**config.mk**
```make
export PLATFORM = sky130hd
export DESIGN_NAME = rpsi_top
export DESIGN_NICKNAME = d
export VERILOG_FILES = /design/src/rpsi_pkg.sv /design/src/rpsi_top.sv /design/src/rpsi_sat_counter.sv /design/src/rpsi_flag_latch.sv
export SDC_FILE = /design/constraint.sdc
export NUM_CORES = 1
export LEC_CHECK = 0
export BUFFER_PORTS_ARGS = -buffer_cell sky130_fd_sc_hd__clkbuf_2
export CAP_MARGIN = 20
export CELL_PAD_IN_SITES_DETAIL_PLACEMENT = 1
export CELL_PAD_IN_SITES_GLOBAL_PLACEMENT = 1
export CORE_MARGIN = 5
export CORE_UTILIZATION = 37
export CTS_CLUSTER_DIAMETER = 60
export DETAILED_ROUTE_END_ITERATION = 12
export PLACE_DENSITY_LB_ADDON = 0.1
export SKIP_LAST_GASP = 1
export SLEW_MARGIN = 20
export SYNTH_ARGS = -nofsm -noshare
export SYNTH_HDL_FRONTEND = slang
export SYNTH_SLANG_ARGS = --single-unit
export TNS_END_PERCENT = 50
```
**constraint.sdc**
```tcl
create_clock -name clk_in -period 2.35 [get_ports clk_in]
set_clock_uncertainty 0.05 [all_clocks]
set_input_delay 0.47 -clock clk_in [delete_from_list [all_inputs] [get_ports clk_in]]
set_output_delay 0.47 -clock clk_in [all_outputs]
set_load 0.01 [all_outputs]
```
**src/rpsi_pkg.sv**
```systemverilog
// rpsi_pkg: register map, field positions and widths of the rx packet statistics block
// assumes: apb byte addresses are four times the register index
package rpsi_pkg;

    // ------------------------------------------------------------
    // widths
    // ------------------------------------------------------------
    localparam int RPSI_ADDR_W = 12;
    localparam int RPSI_DATA_W = 32;
    localparam int RPSI_REG_W = 8;
    localparam int RPSI_CNT_W = 24;
    localparam int RPSI_BYTES_W = 16;
    localparam int RPSI_FLAG_N = 8;

    // ------------------------------------------------------------
    // register indices
    // ------------------------------------------------------------
    localparam logic [8:0] RPSI_IDX_LIVE_STATUS = 9'h104;
    localparam logic [8:0] RPSI_IDX_LATCHED_STATUS = 9'h105;
    localparam logic [8:0] RPSI_IDX_IRQ_EN = 9'h106;
    localparam logic [8:0] RPSI_IDX_GOOD_B0 = 9'h108;
    localparam logic [8:0] RPSI_IDX_GOOD_B1 = 9'h109;
    localparam logic [8:0] RPSI_IDX_GOOD_B2 = 9'h10a;
    localparam logic [8:0] RPSI_IDX_BAD_CHECK_B0 = 9'h10c;
    localparam logic [8:0] RPSI_IDX_BAD_CHECK_B1 = 9'h10d;
    localparam logic [8:0] RPSI_IDX_BAD_CHECK_B2 = 9'h10e;
    localparam logic [8:0] RPSI_IDX_ABORT_B0 = 9'h110;
    localparam logic [8:0] RPSI_IDX_ABORT_B1 = 9'h111;
    localparam logic [8:0] RPSI_IDX_ABORT_B2 = 9'h112;

    // ------------------------------------------------------------
    // byte addresses
    // ------------------------------------------------------------
    localparam logic [11:0] RPSI_ADDR_LIVE_STATUS = {1'b0, RPSI_IDX_LIVE_STATUS, 2'b00};
    localparam logic [11:0] RPSI_ADDR_LATCHED_STATUS = {1'b0, RPSI_IDX_LATCHED_STATUS, 2'b00};
    localparam logic [11:0] RPSI_ADDR_IRQ_EN = {1'b0, RPSI_IDX_IRQ_EN, 2'b00};
    localparam logic [11:0] RPSI_ADDR_GOOD_B0 = {1'b0, RPSI_IDX_GOOD_B0, 2'b00};
    localparam logic [11:0] RPSI_ADDR_GOOD_B1 = {1'b0, RPSI_IDX_GOOD_B1, 2'b00};
    localparam logic [11:0] RPSI_ADDR_GOOD_B2 = {1'b0, RPSI_IDX_GOOD_B2, 2'b00};
    localparam logic [11:0] RPSI_ADDR_BAD_CHECK_B0 = {1'b0, RPSI_IDX_BAD_CHECK_B0, 2'b00};
    localparam logic [11:0] RPSI_ADDR_BAD_CHECK_B1 = {1'b0, RPSI_IDX_BAD_CHECK_B1, 2'b00};
    localparam logic [11:0] RPSI_ADDR_BAD_CHECK_B2 = {1'b0, RPSI_IDX_BAD_CHECK_B2, 2'b00};
    localparam logic [11:0] RPSI_ADDR_ABORT_B0 = {1'b0, RPSI_IDX_ABORT_B0, 2'b00};
    localparam logic [11:0] RPSI_ADDR_ABORT_B1 = {1'b0, RPSI_IDX_ABORT_B1, 2'b00};
    localparam logic [11:0] RPSI_ADDR_ABORT_B2 = {1'b0, RPSI_IDX_ABORT_B2, 2'b00};

    // ------------------------------------------------------------
    // bit positions shared by enable and latched registers
    // ------------------------------------------------------------
    localparam int RPSI_BIT_BAD_CHECK_PKT = 7;
    localparam int RPSI_BIT_ABORT_PKT = 6;
    localparam int RPSI_BIT_INVALID_PKT = 5;
    localparam int RPSI_BIT_UNDERSIZE_PKT = 4;
    localparam int RPSI_BIT_OVERSIZE_PKT = 3;
    localparam int RPSI_BIT_BAD_CHECK_COUNT = 2;
    localparam int RPSI_BIT_ABORT_COUNT = 1;
    localparam int RPSI_BIT_SIZE_VIOL_COUNT = 0;

    // ------------------------------------------------------------
    // reset values
    // ------------------------------------------------------------
    localparam logic [7:0] RPSI_RST_IRQ_EN = 8'h00;
    localparam logic [7:0] RPSI_RST_FLAGS = 8'h00;
    localparam logic [23:0] RPSI_RST_COUNT = 24'h000000;
    localparam logic [31:0] RPSI_RST_RDATA = 32'h00000000;
    localparam logic [15:0] RPSI_RST_BYTES = 16'h0000;

endpackage

```
**src/rpsi_top.sv**
```systemverilog
// rpsi_top: rx packet statistics, latched status and interrupt enable over apb
// assumes: packet-end strobes are one-cycle pulses from the rx packet processor
//
// Overview of operation
// - irq when enable bit 7 and bad check packet flag set
// - irq when enable bit 6 and aborted packet flag set
// - irq when enable bit 5 and invalid packet flag set
// - irq when enable bit 4 and undersize packet flag set
// - irq when enable bit 3 and oversize packet flag set
// - irq when enable bit 2 and bad check count flag set
// - irq when enable bit 1 and abort count flag set
// - irq when enable bit 0 and size violation count flag set
// - enable bit zero disables, one enables; all reset to zero
// - 24-bit good packet count in three byte registers
// - good count includes packets later dropped by loopback or overflow
// - good count counts fixed-size chunks in clear channel mode
// - 24-bit bad check packet count at 10Ch to 10Eh
// - bad check packet bytes go to aborted bytes, not good bytes
// - good count bits 7:0 lowest byte, bits 23:16 at 10Ah
// - bad check count least significant byte at lowest address
// - aborted count 24 bits, bits 7:0 at 110h, 15:8 at 111h
// - packet flags latch on bad check, abort, invalid, undersize, oversize
// - count flags latch on zero-to-one of count nonzero bits
// - aborted count counts packets ending with abort
//
// The APB register port was chosen for this implementation.
`timescale 1ns/10ps
`default_nettype none

module rpsi_top (
    input wire logic clk_in,
    input wire logic sys_rst_in,
    input wire logic psel_in,
    input wire logic penable_in,
    input wire logic pwrite_in,
    input wire logic [rpsi_pkg::RPSI_ADDR_W-1:0] paddr_in,
    input wire logic [rpsi_pkg::RPSI_DATA_W-1:0] pwdata_in,
    input wire logic [3:0] pstrb_in,
    output logic pready_out,
    output logic pslverr_out,
    output logic [rpsi_pkg::RPSI_DATA_W-1:0] prdata_out,
    input wire logic clear_channel_in,
    input wire logic chunk_done_in,
    input wire logic pkt_end_in,
    input wire logic pkt_abort_in,
    input wire logic pkt_bad_check_in,
    input wire logic pkt_invalid_in,
    input wire logic pkt_undersize_in,
    input wire logic pkt_oversize_in,
    input wire logic [rpsi_pkg::RPSI_BYTES_W-1:0] pkt_bytes_in,
    input wire logic size_viol_count_nonzero_in,
    output logic good_bytes_add_out,
    output logic aborted_bytes_add_out,
    output logic [rpsi_pkg::RPSI_BYTES_W-1:0] bytes_add_value_out,
    output logic irq_out
);

    // ------------------------------------------------------------
    // declarations
    // ------------------------------------------------------------
    logic [rpsi_pkg::RPSI_REG_W-1:0] rx_status_irq_enable_ff;
    logic [rpsi_pkg::RPSI_REG_W-1:0] rx_latched_status_reg;
    logic [rpsi_pkg::RPSI_REG_W-1:0] rx_live_status_reg;
    logic [rpsi_pkg::RPSI_REG_W-1:0] flag_set;
    logic [rpsi_pkg::RPSI_REG_W-1:0] flag_clr;
    logic [rpsi_pkg::RPSI_CNT_W-1:0] good_packet_counter;
    logic [rpsi_pkg::RPSI_CNT_W-1:0] bad_check_packet_counter;
    logic [rpsi_pkg::RPSI_CNT_W-1:0] aborted_packet_counter;
    logic good_inc;
    logic bad_check_inc;
    logic abort_inc;
    logic size_viol;
    logic bad_check_count_nonzero;
    logic abort_count_nonzero;
    logic bad_check_nonzero_prev_ff;
    logic abort_nonzero_prev_ff;
    logic size_viol_nonzero_prev_ff;
    logic setup_phase;
    logic access_phase;
    logic wr_take;
    logic addr_hit;
    logic [rpsi_pkg::RPSI_DATA_W-1:0] nxt_prdata;
    logic [rpsi_pkg::RPSI_DATA_W-1:0] prdata_ff;
    logic pslverr_ff;
    logic nxt_pslverr;
    logic good_bytes_add_ff;
    logic aborted_bytes_add_ff;
    logic [rpsi_pkg::RPSI_BYTES_W-1:0] bytes_add_value_ff;
    logic irq_ff;

    // ------------------------------------------------------------
    // packet classification
    // ------------------------------------------------------------
    assign size_viol = pkt_invalid_in | pkt_undersize_in | pkt_oversize_in;

    always_comb begin
        if (clear_channel_in) begin
            good_inc = chunk_done_in;
        end else begin
            good_inc = pkt_end_in & ~pkt_abort_in & ~pkt_bad_check_in & ~size_viol;
        end
    end

    assign bad_check_inc = pkt_end_in & ~clear_channel_in & pkt_bad_check_in;
    assign abort_inc = pkt_end_in & ~clear_channel_in & pkt_abort_in;

    // ------------------------------------------------------------
    // counters
    // ------------------------------------------------------------
    rpsi_sat_counter u_good_cnt (
        .clk_in(clk_in),
        .sys_rst_in(sys_rst_in),
        .inc_in(good_inc),
        .count_out(good_packet_counter),
        .nonzero_out()
    );

    rpsi_sat_counter u_bad_check_cnt (
        .clk_in(clk_in),
        .sys_rst_in(sys_rst_in),
        .inc_in(bad_check_inc),
        .count_out(bad_check_packet_counter),
        .nonzero_out(bad_check_count_nonzero)
    );

    rpsi_sat_counter u_abort_cnt (
        .clk_in(clk_in),
        .sys_rst_in(sys_rst_in),
        .inc_in(abort_inc),
        .count_out(aborted_packet_counter),
        .nonzero_out(abort_count_nonzero)
    );

    // ------------------------------------------------------------
    // byte routing to the external byte counters
    // ------------------------------------------------------------
    always_ff @(posedge clk_in) begin
        if (sys_rst_in) begin
            good_bytes_add_ff <= 1'b0;
            aborted_bytes_add_ff <= 1'b0;
        end else begin
            good_bytes_add_ff <= good_inc & ~clear_channel_in;
            aborted_bytes_add_ff <= pkt_end_in & ~clear_channel_in & ~good_inc;
        end
    end

    always_ff @(posedge clk_in) begin
        if (sys_rst_in) begin
            bytes_add_value_ff <= rpsi_pkg::RPSI_RST_BYTES;
        end else if (pkt_end_in) begin
            bytes_add_value_ff <= pkt_bytes_in;
        end
    end

    assign good_bytes_add_out = good_bytes_add_ff;
    assign aborted_bytes_add_out = aborted_bytes_add_ff;
    assign bytes_add_value_out = bytes_add_value_ff;

    // ------------------------------------------------------------
    // live status and nonzero edge detect
    // ------------------------------------------------------------
    always_comb begin
        rx_live_status_reg = rpsi_pkg::RPSI_RST_FLAGS;
        rx_live_status_reg[rpsi_pkg::RPSI_BIT_BAD_CHECK_COUNT] = bad_check_count_nonzero;
        rx_live_status_reg[rpsi_pkg::RPSI_BIT_ABORT_COUNT] = abort_count_nonzero;
        rx_live_status_reg[rpsi_pkg::RPSI_BIT_SIZE_VIOL_COUNT] = size_viol_count_nonzero_in;
    end

    always_ff @(posedge clk_in) begin
        if (sys_rst_in) begin
            bad_check_nonzero_prev_ff <= 1'b0;
            abort_nonzero_prev_ff <= 1'b0;
            size_viol_nonzero_prev_ff <= 1'b0;
        end else begin
            bad_check_nonzero_prev_ff <= bad_check_count_nonzero;
            abort_nonzero_prev_ff <= abort_count_nonzero;
            size_viol_nonzero_prev_ff <= size_viol_count_nonzero_in;
        end
    end

    // ------------------------------------------------------------
    // latched status flags
    // ------------------------------------------------------------
    always_comb begin
        flag_set = rpsi_pkg::RPSI_RST_FLAGS;
        if (pkt_end_in && !clear_channel_in) begin
            flag_set[rpsi_pkg::RPSI_BIT_BAD_CHECK_PKT] = pkt_bad_check_in;
            flag_set[rpsi_pkg::RPSI_BIT_ABORT_PKT] = pkt_abort_in;
            flag_set[rpsi_pkg::RPSI_BIT_INVALID_PKT] = pkt_invalid_in;
            flag_set[rpsi_pkg::RPSI_BIT_UNDERSIZE_PKT] = pkt_undersize_in;
            flag_set[rpsi_pkg::RPSI_BIT_OVERSIZE_PKT] = pkt_oversize_in;
        end
        flag_set[rpsi_pkg::RPSI_BIT_BAD_CHECK_COUNT] =
            bad_check_count_nonzero & ~bad_check_nonzero_prev_ff;
        flag_set[rpsi_pkg::RPSI_BIT_ABORT_COUNT] =
            abort_count_nonzero & ~abort_nonzero_prev_ff;
        flag_set[rpsi_pkg::RPSI_BIT_SIZE_VIOL_COUNT] =
            size_viol_count_nonzero_in & ~size_viol_nonzero_prev_ff;
    end

    always_comb begin
        flag_clr = rpsi_pkg::RPSI_RST_FLAGS;
        if (wr_take && (paddr_in == rpsi_pkg::RPSI_ADDR_LATCHED_STATUS) && pstrb_in[0]) begin
            flag_clr = pwdata_in[rpsi_pkg::RPSI_REG_W-1:0];
        end
    end

    genvar gi;
    generate
        for (gi = 0; gi < rpsi_pkg::RPSI_FLAG_N; gi = gi + 1) begin : g_flag
            rpsi_flag_latch u_flag (
                .clk_in(clk_in),
                .sys_rst_in(sys_rst_in),
                .set_in(flag_set[gi]),
                .clr_in(flag_clr[gi]),
                .flag_out(rx_latched_status_reg[gi])
            );
        end
    endgenerate

    // ------------------------------------------------------------
    // apb phases
    // ------------------------------------------------------------
    assign setup_phase = psel_in & ~penable_in;
    assign access_phase = psel_in & penable_in;
    assign wr_take = access_phase & pwrite_in;
    assign pready_out = access_phase;

    // ------------------------------------------------------------
    // interrupt enable register
    // ------------------------------------------------------------
    always_ff @(posedge clk_in) begin
        if (sys_rst_in) begin
            rx_status_irq_enable_ff <= rpsi_pkg::RPSI_RST_IRQ_EN;
        end else if (wr_take && (paddr_in == rpsi_pkg::RPSI_ADDR_IRQ_EN) && pstrb_in[0]) begin
            rx_status_irq_enable_ff <= pwdata_in[rpsi_pkg::RPSI_REG_W-1:0];
        end
    end

    // ------------------------------------------------------------
    // read decode, captured in the setup cycle
    // ------------------------------------------------------------
    always_comb begin
        nxt_prdata = rpsi_pkg::RPSI_RST_RDATA;
        addr_hit = 1'b1;
        case (paddr_in)
            rpsi_pkg::RPSI_ADDR_LIVE_STATUS: begin
                nxt_prdata[rpsi_pkg::RPSI_REG_W-1:0] = rx_live_status_reg;
            end
            rpsi_pkg::RPSI_ADDR_LATCHED_STATUS: begin
                nxt_prdata[rpsi_pkg::RPSI_REG_W-1:0] = rx_latched_status_reg;
            end
            rpsi_pkg::RPSI_ADDR_IRQ_EN: begin
                nxt_prdata[rpsi_pkg::RPSI_REG_W-1:0] = rx_status_irq_enable_ff;
            end
            rpsi_pkg::RPSI_ADDR_GOOD_B0: begin
                nxt_prdata[rpsi_pkg::RPSI_REG_W-1:0] = good_packet_counter[7:0];
            end
            rpsi_pkg::RPSI_ADDR_GOOD_B1: begin
                nxt_prdata[rpsi_pkg::RPSI_REG_W-1:0] = good_packet_counter[15:8];
            end
            rpsi_pkg::RPSI_ADDR_GOOD_B2: begin
                nxt_prdata[rpsi_pkg::RPSI_REG_W-1:0] = good_packet_counter[23:16];
            end
            rpsi_pkg::RPSI_ADDR_BAD_CHECK_B0: begin
                nxt_prdata[rpsi_pkg::RPSI_REG_W-1:0] = bad_check_packet_counter[7:0];
            end
            rpsi_pkg::RPSI_ADDR_BAD_CHECK_B1: begin
                nxt_prdata[rpsi_pkg::RPSI_REG_W-1:0] = bad_check_packet_counter[15:8];
            end
            rpsi_pkg::RPSI_ADDR_BAD_CHECK_B2: begin
                nxt_prdata[rpsi_pkg::RPSI_REG_W-1:0] = bad_check_packet_counter[23:16];
            end
            rpsi_pkg::RPSI_ADDR_ABORT_B0: begin
                nxt_prdata[rpsi_pkg::RPSI_REG_W-1:0] = aborted_packet_counter[7:0];
            end
            rpsi_pkg::RPSI_ADDR_ABORT_B1: begin
                nxt_prdata[rpsi_pkg::RPSI_REG_W-1:0] = aborted_packet_counter[15:8];
            end
            rpsi_pkg::RPSI_ADDR_ABORT_B2: begin
                nxt_prdata[rpsi_pkg::RPSI_REG_W-1:0] = aborted_packet_counter[23:16];
            end
            default: begin
                addr_hit = 1'b0;
            end
        endcase
    end

    always_comb begin
        nxt_pslverr = ~addr_hit;
        if (pwrite_in && addr_hit) begin
            nxt_pslverr = (paddr_in != rpsi_pkg::RPSI_ADDR_IRQ_EN) &&
                (paddr_in != rpsi_pkg::RPSI_ADDR_LATCHED_STATUS);
        end
    end

    always_ff @(posedge clk_in) begin
        if (sys_rst_in) begin
            prdata_ff <= rpsi_pkg::RPSI_RST_RDATA;
        end else if (setup_phase && !pwrite_in) begin
            prdata_ff <= nxt_prdata;
        end
    end

    always_ff @(posedge clk_in) begin
        if (sys_rst_in) begin
            pslverr_ff <= 1'b0;
        end else if (setup_phase) begin
            pslverr_ff <= nxt_pslverr;
        end
    end

    assign prdata_out = prdata_ff;
    assign pslverr_out = pslverr_ff & access_phase;

    // ------------------------------------------------------------
    // interrupt output
    // ------------------------------------------------------------
    always_ff @(posedge clk_in) begin
        if (sys_rst_in) begin
            irq_ff <= 1'b0;
        end else begin
            irq_ff <= |(rx_latched_status_reg & rx_status_irq_enable_ff);
        end
    end

    assign irq_out = irq_ff;

endmodule
`default_nettype wire

```
**src/rpsi_sat_counter.sv**
```systemverilog
// rpsi_sat_counter: saturating event counter
// assumes: inc_in is a one-cycle pulse synchronous to clk_in
`timescale 1ns/10ps
`default_nettype none

module rpsi_sat_counter (
    input wire logic clk_in,
    input wire logic sys_rst_in,
    input wire logic inc_in,
    output var logic [rpsi_pkg::RPSI_CNT_W-1:0] count_out,
    output var logic nonzero_out
);

    // ------------------------------------------------------------
    // count
    // ------------------------------------------------------------
    logic [rpsi_pkg::RPSI_CNT_W-1:0] count_ff;

    always_ff @(posedge clk_in) begin
        if (sys_rst_in) begin
            count_ff <= rpsi_pkg::RPSI_RST_COUNT;
        end else if (inc_in && (count_ff != {rpsi_pkg::RPSI_CNT_W{1'b1}})) begin
            count_ff <= count_ff + 1'b1;
        end
    end

    assign count_out = count_ff;
    assign nonzero_out = (count_ff != rpsi_pkg::RPSI_RST_COUNT);

endmodule
`default_nettype wire

```
**src/rpsi_flag_latch.sv**
```systemverilog
// rpsi_flag_latch: sticky flag, hardware set wins over software clear
// assumes: set_in and clr_in are synchronous to clk_in
`timescale 1ns/10ps
`default_nettype none

module rpsi_flag_latch (
    input wire logic clk_in,
    input wire logic sys_rst_in,
    input wire logic set_in,
    input wire logic clr_in,
    output var logic flag_out
);

    // ------------------------------------------------------------
    // flag
    // ------------------------------------------------------------
    logic flag_ff;

    always_ff @(posedge clk_in) begin
        if (sys_rst_in) begin
            flag_ff <= 1'b0;
        end else if (set_in) begin
            flag_ff <= 1'b1;
        end else if (clr_in) begin
            flag_ff <= 1'b0;
        end
    end

    assign flag_out = flag_ff;

endmodule
`default_nettype wire

```
# Word-level counts from Yosys, hierarchy flattened
# Index checks and enable logic that the tools add are counted.
# classes
add_sub_neg,3
n_mux,22
n_reduce_logical,25
bitwise_logic,28
eq_ne,17
# ops
cell,n
12-bit by 11-bit equality test with 1-bit output (second input constant),12
8-bit one-hot mux with 12 select lines,1
24-bit by 1-bit adder with 24-bit output (second input constant),3
24-bit inequality test (second input constant),3
24-bit nonzero test,2
12-bit by 11-bit inequality test with 1-bit output (second input constant),2
1-bit 2-to-1 mux,19
2-bit nonzero test,8
1-bit AND,15
12-bit OR reduction,1
1-bit logical AND,11
1-bit NOT,10
8-bit AND,1
8-bit 2-to-1 mux,1
8-bit OR reduction,1
5-bit 2-to-1 mux,1
1-bit zero test,2
1-bit OR,2
# totals
regBits,119
input_bits,78
out_inout_bits,53
word_cells,116

# Longest topological paths before layout
# depth
ltp_word,7
depth_mapped,8
depth_no_buf,7

# Modules after synthesis
# A second synthesis with hierarchy kept.
# unflattened
cells_unflattened,823
area_unflattened_um2,6950.4
# by_module_without_submodules
module,seq_area_each_um2,cells_each,n_inst,area_each_um2
rpsi_sat_counter,480.5,153,3,1303.8
rpsi_top,780.7,332,1,2728.9
rpsi_flag_latch,20.0,4,8,38.8

# Least setup slack after synthesis
# Ideal clock, no wire load.
# synth_timing
path_kind,input port to flip-flop
startpoint,in pkt_abort_in
endpoint,reg u_good_cnt.count_ff (netlist bit u_good_cnt.count_out[19])
stages,6
path_slack_ns,-0.047
t_arrival_ns,2.227
required_ns,2.179
path_buffers,1
path_cell_list,or4_4 -> o31ai_4 -> o311ai_2 -> buf_2 -> nor4_1 -> mux2_2
# synth_between
elab_chain_cells,6
# synth_lines
element,line_no,rtl
start: declaration,rpsi_top.sv:45,"input wire logic pkt_abort_in,"
1-bit NOT,rpsi_top.sv:100,good_inc = pkt_end_in & ~pkt_abort_in & ~pkt_bad_check_in & ~size_viol;
1-bit AND (3 in series),rpsi_top.sv:100,
1-bit 2-to-1 mux,rpsi_top.sv:97,if (clear_channel_in) begin
1-bit logical AND,rpsi_sat_counter.sv:22,end else if (inc_in && (count_ff != {rpsi_pkg::RPSI_CNT_W{1'b1}})) begin
end signal: assignment,rpsi_sat_counter.sv:21,count_ff <= rpsi_pkg::RPSI_RST_COUNT;
end signal: assignment,rpsi_sat_counter.sv:23,count_ff <= count_ff + 1'b1;
end: declaration,rpsi_sat_counter.sv:17,logic [rpsi_pkg::RPSI_CNT_W-1:0] count_ff;
# Every way passes these cells.
# A chain may end at the register's enable or synchronous reset.

# Worst setup path after layout
# layout_timing
startpoint,in paddr_in[4] in the netlist's numbering
endpoint,reg prdata_ff (netlist bit prdata_out[3])
# layout_between
elab_chain_cells,2
elab_cells_between_ends,13
classes_between,eq/ne: 12; mux: 1
# layout_lines
element,line_no,rtl
start: declaration,rpsi_top.sv:36,"input wire logic [rpsi_pkg::RPSI_ADDR_W-1:0] paddr_in,"
12-bit by 11-bit equality test with 1-bit output,rpsi_top.sv:246,case (paddr_in)
8-bit one-hot mux with 12 select lines (*),rpsi_top.sv:246,
end signal: assignment,rpsi_top.sv:299,prdata_ff <= rpsi_pkg::RPSI_RST_RDATA;
end signal: assignment,rpsi_top.sv:301,prdata_ff <= nxt_prdata;
end: declaration,rpsi_top.sv:83,logic [rpsi_pkg::RPSI_DATA_W-1:0] prdata_ff;
# Every way passes the cells marked *; elsewhere a longest branch is shown, timed or not.

==> impl_metrics.ini <==
[outcome]
outcome = finished clean

[clock_tree]
tritoncts = yes
cts_buffers = 17
cts_root_buf = clkbuf_16
clk_path_buf_depth = 2
ctsHtreeMaxLevel = 4
ctsHoldBuffers = 0
clock-sinks = 119
clk_latency_ns = 0.42
path_clk_slew_ns = 0.06

[logic_synthesis]
yosys_register_bits = 119
yosysTopAreaCellShare_pct = 35.5
synth_edf_count = 0
yosysSeqAreaShare_pct = 35.5
ys_types = 63
ys_warn_count = 0
synth_top_cells_by_area = dfxtp_1 (35%), a21oi_1 (4.6%), mux2i_1 (4.5%), nor2_1 (3.9%), nand3_1 (3.7%)
syn_area_um2 = 6710
synthFlopType = dfxtp_1
synth_area_per_cell_um2 = 8.13
yosysTopAreaCell = dfxtp_1
postSynthCellCount = 826
async_flop_share_pct = 0

[setup_path]
cpMostUsedCell = buf_4
startpoint_type = primary input
crit_fanout = 11
crit_chain = clkbuf_2 > nor4b_1 > buf_4 > a221oi_1 > nor3_1 > a2111oi_0 > buf_4 > o21ai_0
arrival_ns = 2.52
cp-end-kind = flop
slowest_delay_ns = 0.76
criticalPathCategory = in2reg
critPathRequiredTime_ns = 2.60
cpMaxStageDelayCell = a2111oi_0

[route]
drt_iter0_drc = 410
drtPass1Iterations = 5
routed_wl_um = 24500
remaining_drc_errors = 0
drtAntennaViolNets = 0
wl_per_cell_um = 20.1
viasPerCell = 5.71
num_vias = 6954

[timing]
rsz0062_at_grt = false
finalCritPeriodShare_pct = 96.6
hold_viol_final = 0
slew_viol_final = 0
fmax_ghz = 0.441
tightest_slew_ns = 0.827
worst_slack_ns = 0.0800
tns_ns = 0
setup_viol = 0
hold_slack_ns = 0.241
period_minus_slack_ns = 2.27
slew-limit-headroom_pct = 43.4

[layout]
final_cell_count_no_fill = 1217
syn2layout_area_growth_pct = 26.8
final_common_cell = dfxtp_1
drive_above_1_share_pct = 24.5
diodes = 0
final_cell_mix = dfxtp_1 (119), buf_4 (103), clkbuf_2 (78)
design_area_um2 = 8510
fin_util_pct = 47.5
fin_nets = 1058

[floorplanning]
row_count = 49
start_util_pct = 37.5
die_w_um = 145
die-area_um2 = 20900
core_area_um2 = 17900
io_pins = 131
die_h_um = 145

[placed_design]
place.gp.congestion = 0.962
port_buffers = 79
place_ws_ns = -0.274
place.detailed.hpwl_um = 18900
dp.cells = 1185
place_area_um2 = 7900

[global_routing]
grt_pass1_wl_um = 38800
antenna_found_initial = 0
grt_pass1_vias = 7086
overflow = 0
track_usage_pct = 23.6
grt_max_degree = 60

[pwr]
power_leakage_nw = 3.27
p_total_mw = 5.12
vdd_drop_max_mv = 0.521
power_density_nw_per_um2 = 602

[hold_path]
hold_class = in2reg

[run]
maxCapViolCount = 0
## what timing repair did
action | 4_1_cts | 5_1_grt
setup buffers | 0 | 0
endpoints found under the setup margin | 7 | 0
resized for setup | 1 | 0
## final timing paths
kind / startpoint / endpoint / slack (ns) / depth (start not counted)
worst min register to register: prdata_out[7] / prdata_out[7] / 0.42 / 2
worst min-delay path: pkt_bytes_in[6] / bytes_add_value_out[6] / 0.24 / 3
worst max-delay path: paddr_in[4] / prdata_out[3] / 0.08 / 8
worst max register to register: u_abort_cnt.count_out[1] / u_abort_cnt.count_out[1] / 0.17 / 8
## worst max-delay path, delay by kind of cell
kind,cells,cell delay [ns]
compound gates,3,1.17
simple gates,2,0.24
buf+inv,3,0.63
## power by group
group / switching [mW] / total [mW] / internal, mW
clock network: 1.04 / 2.65 / 1.62
registers: 0.0270 / 2.08 / 2.05
logic: 0.232 / 0.387 / 0.156
## sequential cells by signal, summed over array words and instances, names as in the netlist, 8 cells and up
| signal | count |
|---|---|
| g_flag.u_flag.flag_out | 8 |
| prdata_out | 8 |
| u_good_cnt.count_out | 24 |
| rx_status_irq_enable_ff | 8 |
| u_bad_check_cnt.count_out | 24 |
| u_abort_cnt.count_out | 24 |
| bytes_add_value_out | 16 |
## cell type report
class                           count  area [um^2]
Fill cell                        2197         9390
Multi-Input combinational cell    638         3990
Sequential cell                   119         2380
Timing Repair Buffer              182         1180
Clock buffer                       18          439
Tap cell                          229          287
Clock inverter                     14          163
Inverter                           17         63.8
## synthesized netlist by cell type (16+ instances only)
library cell and n:
a21oi_1 62, buf_4 25, clkbuf_1 44, dfxtp_1 119
inv_1 17, mux2i_1 30, nand2_1 55, nand3_1 50
nand4_1 23, nor2_1 69, nor4_1 23, o21ai_0 45
o31ai_1 16, or3_1 24, or4_1 20, xnor2_1 22
## layer usage
layer | wire (um) | global-route usage [%]
met2 | 11400 | 37.5
met4 | 476 | 7.66
met5 | 0 | 0
met1 | 11500 | 32.7
met3 | 1040 | 3.91
## cells by family (layout without fill, tap and decap cells)
group / after synthesis / count (layout) / share of synthesized area [%]
AOI/OAI and AO/OA: 185 / 185 / 17.6
DFF: 119 / 119 / 35.5
other: 1 / 24 / 0.0559
xor gates and xnor gates: 25 / 25 / 3.26
muxes: 44 / 44 / 6.99
and+or+nand+nor: 355 / 355 / 29.1
buffers and inverters: 92 / 231 / 6.60
adders and majority gates: 5 / 5 / 0.932
Note: power is estimated with default switching activity, not from simulation.
